--- src/shared/tsf_pkg.sv ---
/*
  Package for the segmented transmit framing block: segment count, widths,
  error control word and state encodings shared by both ends.
  Assumes a single transmit clock for both ends.
*/
`default_nettype none
package tsf_pkg;
  localparam int SEGS = 4;
  localparam int WORD_W = 128;
  localparam int EMPTY_W = 4;
  // Low empty-byte bits forced to zero on an aborted end transfer.
  localparam int EMPTY_LOW_W = 3;
  localparam logic [EMPTY_LOW_W-1:0] EMPTY_LOW_ZERO = 3'h0;
  // Error control word pattern (all lanes carry the error code 0xFE).
  localparam logic [WORD_W-1:0] ERR_WORD =
    128'hFEFE_FEFE_FEFE_FEFE_FEFE_FEFE_FEFE_FEFE;
  localparam logic [EMPTY_W-1:0] EMPTY_RST = 4'h0;
  localparam logic [WORD_W-1:0] WORD_RST =
    128'h0000_0000_0000_0000_0000_0000_0000_0000;
  typedef logic [SEGS-1:0] tsf_seg_type;
  typedef logic [WORD_W-1:0] tsf_word_type;
  typedef logic [EMPTY_W-1:0] tsf_empty_type;
  typedef enum logic [1:0] {
    TSF_IDLE = 2'b01,
    TSF_PKT = 2'b10
  } tsf_state_type;
endpackage
`default_nettype wire

--- src/shared/tsf_if.sv ---
/*
  Interface joining the user packet source and the MAC transmit framing end.
  Assumes both ends share mclk_i.
*/
`timescale 1ns/100ps
`default_nettype none
interface tsf_if;
  import tsf_pkg::*;
  tsf_seg_type tx_segment_valid;
  tsf_seg_type tx_segment_first;
  tsf_seg_type tx_segment_last;
  tsf_seg_type tx_segment_abort;
  tsf_word_type tx_segment_word [SEGS];
  tsf_empty_type tx_empty_bytes [SEGS];
  logic tx_accept;
  modport mac (
    input tx_segment_valid, tx_segment_first, tx_segment_last,
    input tx_segment_abort, tx_segment_word, tx_empty_bytes,
    output tx_accept
  );
  modport user (
    output tx_segment_valid, tx_segment_first, tx_segment_last,
    output tx_segment_abort, tx_segment_word, tx_empty_bytes,
    input tx_accept
  );
endinterface
`default_nettype wire

--- src/core/tsf_mac_end.sv ---
/*
  MAC end of the segmented transmit bus: qualifies markers by valid, tracks
  packet framing in segment order, substitutes the error control word on an
  aborted end transfer and suppresses FCS checking for all packets ending in that cycle.
  Every output is a flip-flop and shows the bus cycle of the edge before:
    out_valid_o, out_first_o, out_last_o and out_aborted_o are per-segment
    copies of the qualified markers;
    out_word_o reads zero on an idle segment and the error word on an
    aborted end;
    out_empty_o reads zero except on an end transfer, and on an aborted
    end its low bits read zero;
    fcs_check_en_o is low for one cycle after an aborted end;
    fcs_result_valid_o pulses after a cycle with an end and no aborted end;
    framing_error_o pulses after a start inside a packet or a word outside;
    tx_accept follows path_ready_i one edge late.
  Assumes the user end keeps marker placement rules and shares mclk_i.
  Assumes the user end stops issuing as soon as it samples tx_accept low,
  since nothing here buffers words that arrive while the path is stalled.
*/
`timescale 1ns/100ps
`default_nettype none
module tsf_mac_end
  import tsf_pkg::*;
(
  // Clock and reset
  input wire logic mclk_i,
  input wire logic rst_i,
  // Segmented bus
  tsf_if.mac bus,
  // Flow control from the transmit path
  input wire logic path_ready_i,
  // Framed output per segment
  output logic [SEGS-1:0] out_valid_o,
  output logic [SEGS-1:0] out_first_o,
  output logic [SEGS-1:0] out_last_o,
  output logic [SEGS-1:0] out_aborted_o,
  output tsf_pkg::tsf_word_type out_word_o [SEGS],
  output tsf_pkg::tsf_empty_type out_empty_o [SEGS],
  // FCS control and framing status
  output logic fcs_check_en_o,
  output logic fcs_result_valid_o,
  output logic framing_error_o
);
  import tsf_pkg::*;

  // ==========================================================
  // Selection helpers
  // ==========================================================
  // Word passed downstream for one segment; idle lanes read as zero.
  function automatic tsf_word_type seg_word(
    input logic valid,
    input logic abort,
    input tsf_word_type word
  );
    tsf_word_type sel;
    sel = word;
    if (!valid) begin
      sel = WORD_RST;
    end else if (abort) begin
      sel = ERR_WORD;
    end
    return sel;
  endfunction

  // Empty count of one segment; only an end transfer carries one.
  function automatic tsf_empty_type seg_empty(
    input logic last,
    input logic abort,
    input tsf_empty_type empty
  );
    tsf_empty_type sel;
    sel = empty;
    if (!last) begin
      sel = EMPTY_RST;
    end else if (abort) begin
      sel = {empty[EMPTY_W-1:EMPTY_LOW_W], EMPTY_LOW_ZERO};
    end
    return sel;
  endfunction

  // ==========================================================
  // Segment qualification
  // ==========================================================
  tsf_seg_type first_q, last_q, abort_q;
  tsf_word_type word_nxt [SEGS];
  tsf_empty_type empty_nxt [SEGS];
  // Gating every marker by valid keeps idle-segment garbage out of framing.
  assign first_q = bus.tx_segment_first & bus.tx_segment_valid;
  assign last_q = bus.tx_segment_last & bus.tx_segment_valid;
  assign abort_q = bus.tx_segment_abort & last_q;

  genvar g;
  generate
    for (g = 0; g < SEGS; g++) begin : g_seg
      assign word_nxt[g] = seg_word(bus.tx_segment_valid[g], abort_q[g],
                                    bus.tx_segment_word[g]);
      assign empty_nxt[g] = seg_empty(last_q[g], abort_q[g],
                                      bus.tx_empty_bytes[g]);
    end
  endgenerate

  // ==========================================================
  // Packet tracking across segments
  // ==========================================================
  // Walk segments upward so a packet may end and restart in one cycle.
  tsf_state_type state_r, state_nxt;
  logic err_nxt;
  logic any_last;
  logic any_abort_end;
  always_comb begin
    logic in_pkt;
    in_pkt = (state_r == TSF_PKT);
    err_nxt = 1'b0;
    for (int i = 0; i < SEGS; i++) begin
      if (bus.tx_segment_valid[i]) begin
        if (first_q[i] == in_pkt) begin
          err_nxt = 1'b1;
        end
        in_pkt = !last_q[i];
      end
    end
    state_nxt = in_pkt ? TSF_PKT : TSF_IDLE;
  end
  assign any_last = |last_q;
  assign any_abort_end = |abort_q;

  // ==========================================================
  // Framing state
  // ==========================================================
  always_ff @(posedge mclk_i or posedge rst_i) begin
    if (rst_i) begin
      state_r <= TSF_IDLE;
      framing_error_o <= 1'b0;
    end else begin
      state_r <= state_nxt;
      framing_error_o <= err_nxt;
    end
  end

  // ==========================================================
  // Per-segment outputs
  // ==========================================================
  // Idle segments still register, so downstream must qualify by valid.
  always_ff @(posedge mclk_i or posedge rst_i) begin
    if (rst_i) begin
      out_valid_o <= '0;
      out_first_o <= '0;
      out_last_o <= '0;
      out_aborted_o <= '0;
    end else begin
      out_valid_o <= bus.tx_segment_valid;
      out_first_o <= first_q;
      out_last_o <= last_q;
      out_aborted_o <= abort_q;
    end
  end

  always_ff @(posedge mclk_i or posedge rst_i) begin
    if (rst_i) begin
      out_word_o <= '{default: WORD_RST};
      out_empty_o <= '{default: EMPTY_RST};
    end else begin
      out_word_o <= word_nxt;
      out_empty_o <= empty_nxt;
    end
  end

  // ==========================================================
  // FCS control
  // ==========================================================
  // A one-cycle drop suffices because checking acts on ended packets only.
  always_ff @(posedge mclk_i or posedge rst_i) begin
    if (rst_i) begin
      fcs_check_en_o <= 1'b0;
      fcs_result_valid_o <= 1'b0;
    end else begin
      // Check is reported once per cycle with an end; an aborted end in that cycle skips it.
      fcs_result_valid_o <= any_last & !any_abort_end;
      fcs_check_en_o <= !any_abort_end;
    end
  end

  // ==========================================================
  // Flow control
  // ==========================================================
  // Registering ready costs one edge of stall latency at the user end.
  always_ff @(posedge mclk_i or posedge rst_i) begin
    if (rst_i) begin
      bus.tx_accept <= 1'b0;
    end else begin
      bus.tx_accept <= path_ready_i;
    end
  end
endmodule
`default_nettype wire

--- src/flat_wrapper.sv ---
// flat-port wrapper written by rule: the top's interface ports become plain ports
module tsf_mac_end_flat import tsf_pkg::*;
  (mclk_i, rst_i, path_ready_i, out_valid_o, out_first_o, out_last_o, out_aborted_o, out_word_o, out_empty_o, fcs_check_en_o, fcs_result_valid_o, framing_error_o, bus_tx_segment_valid, bus_tx_segment_first, bus_tx_segment_last, bus_tx_segment_abort, bus_tx_segment_word, bus_tx_empty_bytes, bus_tx_accept);
  tsf_if bus_i ();
  input wire logic mclk_i;
  input wire logic rst_i;
  input wire logic path_ready_i;
  output logic [SEGS-1:0] out_valid_o;
  output logic [SEGS-1:0] out_first_o;
  output logic [SEGS-1:0] out_last_o;
  output logic [SEGS-1:0] out_aborted_o;
  output tsf_pkg::tsf_word_type out_word_o[SEGS];
  output tsf_pkg::tsf_empty_type out_empty_o[SEGS];
  output logic fcs_check_en_o;
  output logic fcs_result_valid_o;
  output logic framing_error_o;
  input wire logic [$bits(bus_i.tx_segment_valid)-1:0] bus_tx_segment_valid;
  input wire logic [$bits(bus_i.tx_segment_first)-1:0] bus_tx_segment_first;
  input wire logic [$bits(bus_i.tx_segment_last)-1:0] bus_tx_segment_last;
  input wire logic [$bits(bus_i.tx_segment_abort)-1:0] bus_tx_segment_abort;
  input wire logic [$bits(bus_i.tx_segment_word)-1:0] bus_tx_segment_word;
  input wire logic [$bits(bus_i.tx_empty_bytes)-1:0] bus_tx_empty_bytes;
  output wire logic [$bits(bus_i.tx_accept)-1:0] bus_tx_accept;
  assign bus_i.tx_segment_valid = bus_tx_segment_valid;
  assign bus_i.tx_segment_first = bus_tx_segment_first;
  assign bus_i.tx_segment_last = bus_tx_segment_last;
  assign bus_i.tx_segment_abort = bus_tx_segment_abort;
  assign bus_i.tx_segment_word = {>>{bus_tx_segment_word}};
  assign bus_i.tx_empty_bytes = {>>{bus_tx_empty_bytes}};
  assign bus_tx_accept = bus_i.tx_accept;
  tsf_mac_end u_core (.mclk_i(mclk_i), .rst_i(rst_i), .bus(bus_i), .path_ready_i(path_ready_i), .out_valid_o(out_valid_o), .out_first_o(out_first_o), .out_last_o(out_last_o), .out_aborted_o(out_aborted_o), .out_word_o(out_word_o), .out_empty_o(out_empty_o), .fcs_check_en_o(fcs_check_en_o), .fcs_result_valid_o(fcs_result_valid_o), .framing_error_o(framing_error_o));
endmodule
--- config.mk ---
export PLATFORM = sky130hd
export DESIGN_NAME = tsf_mac_end_flat
export DESIGN_NICKNAME = d
export VERILOG_FILES = /design/src/shared/tsf_pkg.sv /design/src/shared/tsf_if.sv /design/src/core/tsf_mac_end.sv /design/src/flat_wrapper.sv
export SDC_FILE = /design/constraint.sdc
export NUM_CORES = 1
export LEC_CHECK = 0
export ABC_AREA = 1
export BUFFER_PORTS_ARGS = -buffer_cell sky130_fd_sc_hd__buf_2
export CELL_PAD_IN_SITES_DETAIL_PLACEMENT = 0
export CELL_PAD_IN_SITES_GLOBAL_PLACEMENT = 1
export CORE_AREA = 2 2 429 431
export CTS_CLUSTER_DIAMETER = 200
export CTS_CLUSTER_SIZE = 30
export DETAILED_ROUTE_END_ITERATION = 6
export DIE_AREA = 0 0 431 433
export PLACE_DENSITY = 0.37
export SYNTH_ARGS = -nofsm -noshare
export SYNTH_HDL_FRONTEND = slang
export SYNTH_SLANG_ARGS = --single-unit
--- constraint.sdc ---
create_clock -name mclk_i -period 24.7 [get_ports mclk_i]
set_input_delay 2.47 -clock mclk_i [delete_from_list [all_inputs] [get_ports mclk_i]]
set_output_delay 2.47 -clock mclk_i [all_outputs]
set_load 0.02 [all_outputs]
# Word level (Yosys, flattened, before mapping)
# Cells that the tools add are included.
dict set report totals {
  elab_cells 62
  register_bits 550
  inputBits 547
  output_inout_bits 548
}
dict set report classes {
  n_reduce_logical 7
  bitwise_logic 4
  n_eq_ne 5
  n_mux 29
}
# cell n
set op_table {}
lappend op_table {{$mux 128} 8}
lappend op_table {{$mux 4} 4}
lappend op_table {{$and 4x4->4} 3}
lappend op_table {{$mux 1} 12}
lappend op_table {{$mux 3} 4}
lappend op_table {{$reduce_or 4->1} 2}
lappend op_table {{$logic_not 1->1} 5}
lappend op_table {{$eq 1x1->1} 4}
lappend op_table {{$eq 2x2->1 const B} 1}
lappend op_table {{$mux 2} 1}
lappend op_table {{$and 1x1->1} 1}

# Logic depth before layout (Yosys ltp)
# Gate-level depths: netlist of run 1.
dict set report depth {
  ltp_word 10
  depth_mapped 11
  depth_no_buf 11
}

# Least setup slack after synthesis of run 1
# Ideal clock, no wire load.
dict set report synth_timing {
  kind {input to register}
  start {input port bus_tx_segment_valid[0]}
  end {register u_core.framing_error_o}
  path_stages 8
  path_slack_ns 21.367
  required_ns 24.583
  t_arrival_ns 3.216
  path_cell_list {buf_4 -> nand2_4 -> nand2_2 -> or2_1 -> nand3_1 -> nand2_1 -> nor2_1 -> nand2_1}
}
dict set report synth_via {
  elab_chain_len 10
}
# element line
set synth_rtl {}
lappend synth_rtl {{from (decl)} flat_wrapper.sv:17} ;# input wire logic [$bits(bus_i.tx_segment_valid)-1:0] bus_tx_segment_valid;
lappend synth_rtl {{$and 4x4->4, on equally long branches} {tsf_mac_end.sv:88, tsf_mac_end.sv:89}}
lappend synth_rtl {{$eq 1x1->1 / $logic_not 1->1 (equally long branches)} --}
lappend synth_rtl {{$mux 1, on equally long branches} {tsf_mac_end.sv:116, tsf_mac_end.sv:115}}
lappend synth_rtl {{$mux 1 / $eq 1x1->1 (equally long branches)} {tsf_mac_end.sv:115, tsf_mac_end.sv:116}}
lappend synth_rtl {{$mux 1} tsf_mac_end.sv:116} ;# if (first_q[i] == in_pkt) begin
lappend synth_rtl {{$mux 1} tsf_mac_end.sv:115} ;# if (bus.tx_segment_valid[i]) begin
lappend synth_rtl {{$mux 1} tsf_mac_end.sv:116}
lappend synth_rtl {{$mux 1} tsf_mac_end.sv:115}
lappend synth_rtl {{$mux 1} tsf_mac_end.sv:116}
lappend synth_rtl {{$mux 1 *} tsf_mac_end.sv:115}
lappend synth_rtl {{via u_core.err_nxt} tsf_mac_end.sv:107} ;# logic err_nxt;
lappend synth_rtl {{to (signal assigned)} tsf_mac_end.sv:136} ;# framing_error_o <= err_nxt;
lappend synth_rtl {{to (decl)} tsf_mac_end.sv:42} ;# output logic framing_error_o
# The timed path passes the listed nets; every way through them passes the cells marked *.

==> summary by stage, run 1 <==
Power and ir drop
The power per cell area is 67.6 nW/um^2. The sum of internal, switching and leakage power is 1.85 mW. The largest voltage drop on the vdd net is 51.9 uV. In this run the static leakage power is 16.1 nW.

Floorplan
Measured along the y axis, the die boundary spans 433 um. 1095 I/O pins were placed. The die area is 187000 um^2. The die is 431 um wide. The floorplan step defined a core boundary enclosing 182000 um^2. Row generation in the floorplan step produced 157 rows. Once the floorplan was initialized, standard cells occupied 10.2% of the core.

Synthesis
After synthesis, flip-flops and latches occupy 73.8% of the total area. The average cell area after synthesis is 10.5 um^2. The synthesized instance count is 1774. The mapped cell area is 18600 um^2. The count of cell types in the netlist is 19. During synthesis, Yosys emitted a total of 0 warnings. The area share of the largest cell type after synthesis is 73.7%.

By area the synthesized netlist is led by sky130_fd_sc_hd__dfrtp_1, sky130_fd_sc_hd__nand2_1, sky130_fd_sc_hd__inv_1, sky130_fd_sc_hd__nor2_1, sky130_fd_sc_hd__buf_2. The biggest area contributor in the post-synthesis netlist is sky130_fd_sc_hd__dfrtp_1. Counting every net in the synthesized netlist gives 2321. Synthesis inferred 550 register bits.

Cells and area
The count of cells in the finished layout, fillers not included, comes to 5218. At the end of the flow, the number of nets in the layout was 3353. The post-route netlist has 41.3% of its cells at a drive strength greater than 1. The filler cells instantiated in the layout total 20899. The sequential cell area is 13800 um^2. The multi-input combinational cells in the finished layout cover a total of 3990 um^2. The final non-filler cell area is 27400 um^2. The area added between synthesis and finish is 47.0%.

Placement
The cell count after placement is 5166. Routability-driven placement finished with a final weighted congestion of 0.796. The count of buffers from port buffering is 1094.

The detailed placement HPWL is 96000 um. Once placement finished, the instance area stood at 26700 um^2.

Drt
The top metal layer carrying routed signals is met5. After detailed routing, the number of remaining DRC violations is 0. After detailed routing, the met2 layer carries 60300 um of wire. The routed wire length per instance is 23.0 um. The total wire length is 120000 um. Before antenna repair, the detailed router went through 5 iterations. The first routing iteration left 866 violations. After detailed routing, the met3 layer carries 8290 um of wire. The wire length the detailed router placed on met1 is 48500 um. The vias per cell is 3.06. Summing over every cut layer, the via total after detailed routing is 15966.

Once detail routing completed, the nets flagged for antenna violations numbered 0.

Clocking
Counting along the longest clock path gives a buffer depth of 3. The CTS tree is built. After clock tree synthesis, the clock-pin slew on the worst setup and hold paths is 0.14 ns. Clock tree synthesis selected as its root buffer the cell sky130_fd_sc_hd__clkbuf_16. The post-cts sizing count is 0. The CTS sink count is 550.

The number of levels in the clock H-tree is 1. The number of hold buffers added after CTS was 0. The later-pin clock latency in the skew report is 0.67 ns.

The number of clock buffers added by TritonCTS is 23. Post-CTS timing repair inserted 0 buffers for setup.

Global route
Across every metal layer, demand over resource in global routing totals 12.3%. The initial antenna violation count is 70. The global-route wire length before repair is 156000 um.

The global route total overflow is 0. The largest net degree at the start of global routing is 119. The number of global-route vias before repair is 16669.

STA
The worst clock skew on the final layout is 0.0467 ns. The final hold slack is 0.964 ns. The final number of hold-violating endpoints is 0. The number of max-slew violations in the final report came to 0.

Setup violations remaining at the end of the flow were counted as 0. Of the available clock period, the critical path in the final layout requires 19.8%. Based on the critical path, the design can be clocked at up to 0.205 GHz. Measured against its own limit, the worst slew margin works out to 30.8%.

The actual transition at the worst max-transition pin is 1.04 ns. After layout, the minimum clock period comes to 4.88 ns. Setup repair after global routing left no endpoint under its margin. The final setup TNS is 0 ns.

Job
Across the run, the number of max-cap violations was 0.

Worst setup path
The setup path with the least slack is of type primary input to async pin. The kind of end point of the critical path is an async pin. The arrival time of data at the critical path endpoint is 5.54 ns.

In this run the worst path has a maximum fanout of 75. The nature of the critical path startpoint is a primary input. The required time reported for the critical path endpoint is 25.36 ns.

Hold path
The path category of the worst min-delay check is register to register.

Outcome
The run finished with clean final reports.
-- final cells by class --
type | instances | area share (%)
Inverter | 90 | 1.26
Clock inverter | 4 | 0.242
Tap cell | 2385 | 10.9
Antenna cell | 17 | 0.155
Timing Repair Buffer | 1111 | 20.5
Sequential cell | 550 | 50.2
Clock buffer | 31 | 2.21
Multi-Input combinational cell | 1030 | 14.6
-- cell families after synthesis --
group | after synthesis | synth area share [%]
AO/OA/AOI/OAI | 3 | 0.121
flip-flops | 550 | 73.8
buffers and inverters | 194 | 4.88
AND/OR/NAND/NOR | 1027 | 21.2
-- placed cells by master, fill, tap and decap left out --
master,n
sky130_fd_sc_hd__buf_2,1090
sky130_fd_sc_hd__nand2_1,923
sky130_fd_sc_hd__dfrtp_1,549
sky130_fd_sc_hd__nor2_1,82
sky130_fd_sc_hd__inv_1,81
sky130_fd_sc_hd__clkbuf_16,23
sky130_fd_sc_hd__buf_4,20
sky130_fd_sc_hd__diode_2,17
sky130_fd_sc_hd__inv_2,8
sky130_fd_sc_hd__clkbuf_1,8
sky130_fd_sc_hd__nand2_2,6
sky130_fd_sc_hd__nand2_4,6
sky130_fd_sc_hd__nand3_1,6
sky130_fd_sc_hd__inv_8,2
sky130_fd_sc_hd__nand2_8,2
sky130_fd_sc_hd__a21oi_2,1
sky130_fd_sc_hd__nand4_2,1
sky130_fd_sc_hd__a41oi_1,1
sky130_fd_sc_hd__or2_1,1
sky130_fd_sc_hd__a21oi_1,1
sky130_fd_sc_hd__clkinv_16,1
sky130_fd_sc_hd__inv_6,1
sky130_fd_sc_hd__clkinv_8,1
sky130_fd_sc_hd__buf_6,1
sky130_fd_sc_hd__dfstp_2,1
-- registers in the layout, summed over array words and instances (netlist names) --
| register | count |
|---|---|
| u_core.out_word_o | 512 |
| u_core.out_empty_o | 16 |
| u_core.out_aborted_o | 4 |
| u_core.out_first_o | 4 |
| u_core.out_last_o | 4 |
| u_core.out_valid_o | 4 |
| u_core.state_r | 2 |
| u_core.bus.tx_accept | 1 |
| u_core.fcs_check_en_o | 1 |
| u_core.fcs_result_valid_o | 1 |
| u_core.framing_error_o | 1 |
-- worst max-delay path: stages --
cell and delay (ns):
sky130_fd_sc_hd__buf_2 0.13, sky130_fd_sc_hd__inv_8 0.38, sky130_fd_sc_hd__buf_4 0.73, sky130_fd_sc_hd__buf_4 0.71, sky130_fd_sc_hd__buf_4 0.87
-- final timing paths --
path / cells after the start / startpoint / slack (ns) / to
hold / removal: 5 / u_core.state_r[1] / 0.96 / u_core.framing_error_o
max in group mclk_i: 7 / bus_tx_segment_valid[2] / 20.40 / u_core.out_word_o[152]
min in group asynchronous: 2 / rst_i / 1.88 / u_core.out_word_o[2]
setup / recovery: 5 / rst_i / 19.82 / u_core.out_word_o[511]
hold reg to reg: 5 / u_core.state_r[1] / 0.96 / u_core.framing_error_o
setup reg to reg: 9 / u_core.state_r[0] / 23.17 / u_core.framing_error_o
-- Yosys cell counts --
cell                         n
sky130_fd_sc_hd__a21oi_2     1
sky130_fd_sc_hd__buf_6       8
sky130_fd_sc_hd__nand3_1     6
sky130_fd_sc_hd__inv_2       8
sky130_fd_sc_hd__nor2_1     82
sky130_fd_sc_hd__inv_1      82
sky130_fd_sc_hd__buf_2      49
sky130_fd_sc_hd__clkbuf_1   30
sky130_fd_sc_hd__dfrtp_1   549
sky130_fd_sc_hd__a21oi_1     1
sky130_fd_sc_hd__dfstp_2     1
sky130_fd_sc_hd__nand2_2     6
sky130_fd_sc_hd__nand2_1   923
sky130_fd_sc_hd__nand4_2     1
sky130_fd_sc_hd__nand2_4     8
sky130_fd_sc_hd__buf_4      16
sky130_fd_sc_hd__buf_1       1
sky130_fd_sc_hd__a41oi_1     1
sky130_fd_sc_hd__or2_1       1
-- metrics by stage --
stage	worst slack, ns	utilization [%]
finish	19.82	15.1
global route	19.36	15.0
CTS	19.72	15.0
detailed placement	18.94	14.7
global placement	18.91	14.7
floorplan	6.85	-
-- power breakdown --
part / total [mW] / switching [mW] / internal [mW]
Combinational: 0.338 / 0.241 / 0.0976
Sequential: 0.986 / 0.0241 / 0.961
Clock: 0.530 / 0.350 / 0.180
-- routing by layer --
metal | track usage (%) | vias to the layer above
li1 | - | 7247
met3 | 3.50 | 151
met5 | 0 | -
met2 | 21.0 | 618
met1 | 15.0 | 7944
met4 | 3.17 | 6
Power figures use the tool's default switching activity.
==> run 2, diff against run 1 <==
==> constraint.sdc (replaced) <==
create_clock -name mclk_i -period 4.5 [get_ports mclk_i]
set_input_delay 0.45 -clock mclk_i [delete_from_list [all_inputs] [get_ports mclk_i]]
set_output_delay 0.45 -clock mclk_i [all_outputs]
set_load 0.02 [all_outputs]
==> run 2 against run 1 <==
Clock skew shrank 0.035 ns. Worst setup slack lost 17 ns. Via count up 10%. Sequential power rose to 5.5 times the previous value. Global-route usage about the same. Clock power grew to 5.5 times the previous value. Hold slack worse by 0.93 ns. Non-clock buffer count grew 484. Total power grew to 5.7 times the previous value. Core utilization rose by 2.7 points. Critical path type is now register to output port. Largest cell class unchanged.
==> summary by stage, run 2 (synthesized netlist as in run 1, its figures left out) <==
STA
The achievable clock frequency is 0.501 GHz. The final setup TNS was 0 ns (unchanged). Setup repair after global routing left no endpoint under its margin. The number of max-slew violations in the final report is 0 (unchanged). After layout, the worst path uses 44.3% of the clock period. The worst slew margin relative to its limit is 25.6% (-5.2 points). The worst clock skew on the final layout is 0.0115 ns (-0.0352 ns). The final hold slack was 0.0375 ns (-0.927 ns). The actual transition at the worst max-transition pin is 1.11 ns (+0.0754 ns). After layout, the minimum clock period comes to 1.99 ns. The final number of hold-violating endpoints came to 0 (unchanged).

The setup slack of the critical path after layout came to 2.51 ns (-17.31 ns). The number of setup violations in the final report is 0 (unchanged).

Floorplan
The die outline height is 433 um (unchanged). The horizontal die dimension is 431 um (unchanged). The area of the placeable core came to 182000 um^2 (unchanged). The initial cell density of the core is 10.2% (unchanged).

The die area was 187000 um^2 (unchanged). The cell row count is 157 (unchanged). The boundary pin count is 1095 (unchanged).

Job
The count of max-cap constraint violations is 0 (unchanged).

Cells and area
The fraction of final layout cells sized beyond drive strength 1 is 35.7% (-5.6 points). Compared with the post-synthesis result, the final layout area differs by 73.4%. The final core utilization is 17.8% (+2.7 points). The net count reported at finish was 3837 (+14%).

The number of filler cells placed in the layout is 20664 (-1.1%). The largest registers in the layout are u_core.out_word_o: 512 flops, u_core.out_empty_o: 16 flops. The library cells used most frequently in the layout, excluding fill and tap cells, are sky130_fd_sc_hd__buf_2, sky130_fd_sc_hd__nand2_1, sky130_fd_sc_hd__dfrtp_1, sky130_fd_sc_hd__dlygate4sd3_1, sky130_fd_sc_hd__nor2_1. The most common cell after layout, fill and taps aside is sky130_fd_sc_hd__buf_2. The number of flip-flops under the largest register name is 512 (unchanged). The final non-filler cell area is 32300 um^2 (+18%). u_core.out_word_o holds more flip-flops than any other register.

Worst setup path
The critical path class is register to output port. The arrival time of data at the critical path endpoint came to 1.54 ns (-4.00 ns). The required time reported for the critical path endpoint came to 4.05 ns (-21.31 ns). The nature of the critical path startpoint is a register. The signal on the critical path passes through buf_2.

Among all stages on the critical path, the largest delay is contributed by sky130_fd_sc_hd__dfrtp_1. The sum of buffers and inverters on the critical path is 1 (-4). The maximum fanout encountered on the critical timing path is 1 (-99%).

The cell family contributing the most delay on the critical path is flip-flops. The delay of the slowest cell on the worst path is 0.61 ns (-0.26 ns). The kind of end point of the critical path is an output port.

Clocking
The number of buffers inserted during clock tree synthesis came to 23 (unchanged). The tree is rooted in a sky130_fd_sc_hd__clkbuf_16. The later-pin clock latency in the skew report is 0.66 ns (about the same). The number of levels in the clock H-tree is 1 (unchanged). The CTS sink count is 550 (unchanged). TritonCTS built the clock tree. The maximum count of clock buffers along a single path is 3 (unchanged).

The register clock-pin slew on the reported worst setup and hold paths is 0.14 ns (about the same).

Drt
The vias per cell is 3.08 (+0.57%). The total wire length is 120000 um (+0.10%). The routed wire length per instance is 21.1 um (-8.5%). The DRC marker count from the first detailed-route iteration is 842 (-2.8%). The detailed-routing iteration count for the pre-antenna-repair pass is 5 (unchanged). The post-detailed-route DRC marker count is 0 (unchanged). The post-route antenna net violation count was 0 (unchanged). The count of vias placed by the detailed router came to 17565 (+10%).

Global route
The number of global-route vias before repair is 18812 (+13%). The global-route wire length before repair is 160000 um (+2.3%). The overall fraction of global-route tracks in use is 12.3% (+0.019 points).

The initial antenna violation count is 42 (-40%). The largest net degree at the start of global routing is 119 (unchanged). The global route total overflow is 0 (unchanged).

Hold path
The path category of the worst min-delay check is primary input to async pin.

Power and ir drop
The largest voltage drop on the vdd net is 270 uV (+420%). The leakage power total is 18.2 nW (+13%). The power per cell area came to 326 nW/um^2 (+380%).

Placement
The total cell area at the placement stage is 26900 um^2 (+0.63%). The detailed placement HPWL was 95900 um (-0.11%). The pre-CTS worst setup slack is 1.86 ns (-17.08 ns). The placer congestion estimate is 0.836 (+5.1%).

The count of buffers from port buffering was 1094 (unchanged).

Outcome
The run finished with clean final reports.
run 2: final timing paths:
kind	slack, ns	to	cells past startpoint	from
worst max-delay path	2.51	out_word_o[426]	1	u_core.out_word_o[426]
worst min-delay path	0.04	u_core.out_word_o[504]	2	rst_i
worst max register to register	2.80	u_core.state_r[1]	9	u_core.state_r[0]
worst min register to register	1.06	u_core.framing_error_o	5	u_core.state_r[1]
max in group asynchronous	3.14	u_core.out_word_o[0]	3	rst_i
min in group mclk_i	0.07	u_core.out_word_o[493]	3	bus_tx_segment_word[493]
run 2: layout make-up:
class	count	area, um^2	area share (%)
clock inverters	5	72.6	0.224
diodes	22	55.1	0.170
multi-input cells	1030	3980	12.3
well taps	2385	2980	9.23
inverters	90	342	1.06
flip-flops and latches	550	13800	42.6
clock buffers	31	616	1.90
repair buffers	1595	10500	32.5
run 2: repair_timing:
action	in CTS	in global routing
hold buffers	471	0
setup buffers	0	0
resized for setup	0	0
endpoints found under the hold margin	471	0
run 2: report_power, final:
group / internal, mW / switching [mW]
registers: 5.28 / 0.113
logic: 0.818 / 1.42
clock network: 1.00 / 1.91
total: 7.10 / 3.44
run 2: layer usage:
layer | wire (um) | track usage (%) | vias up
met2 | 61400 | 21.5 | 564
met3 | 7990 | 3.40 | 117
met4 | 2220 | 3.24 | 6
met1 | 48600 | 14.6 | 8649
li1 | - | - | 8229
met5 | 34 | 0 | -
run 2: per-stage QoR:
stage / cells / total power, mW
5_1_grt: 5701 / 11.1
2_1_floorplan: 1774 / 6.35
6_report: 5708 / 10.5
3_3_place_gp: 5179 / 7.42
3_5_place_dp: 5179 / 7.41
4_1_cts: 5686 / 10.8
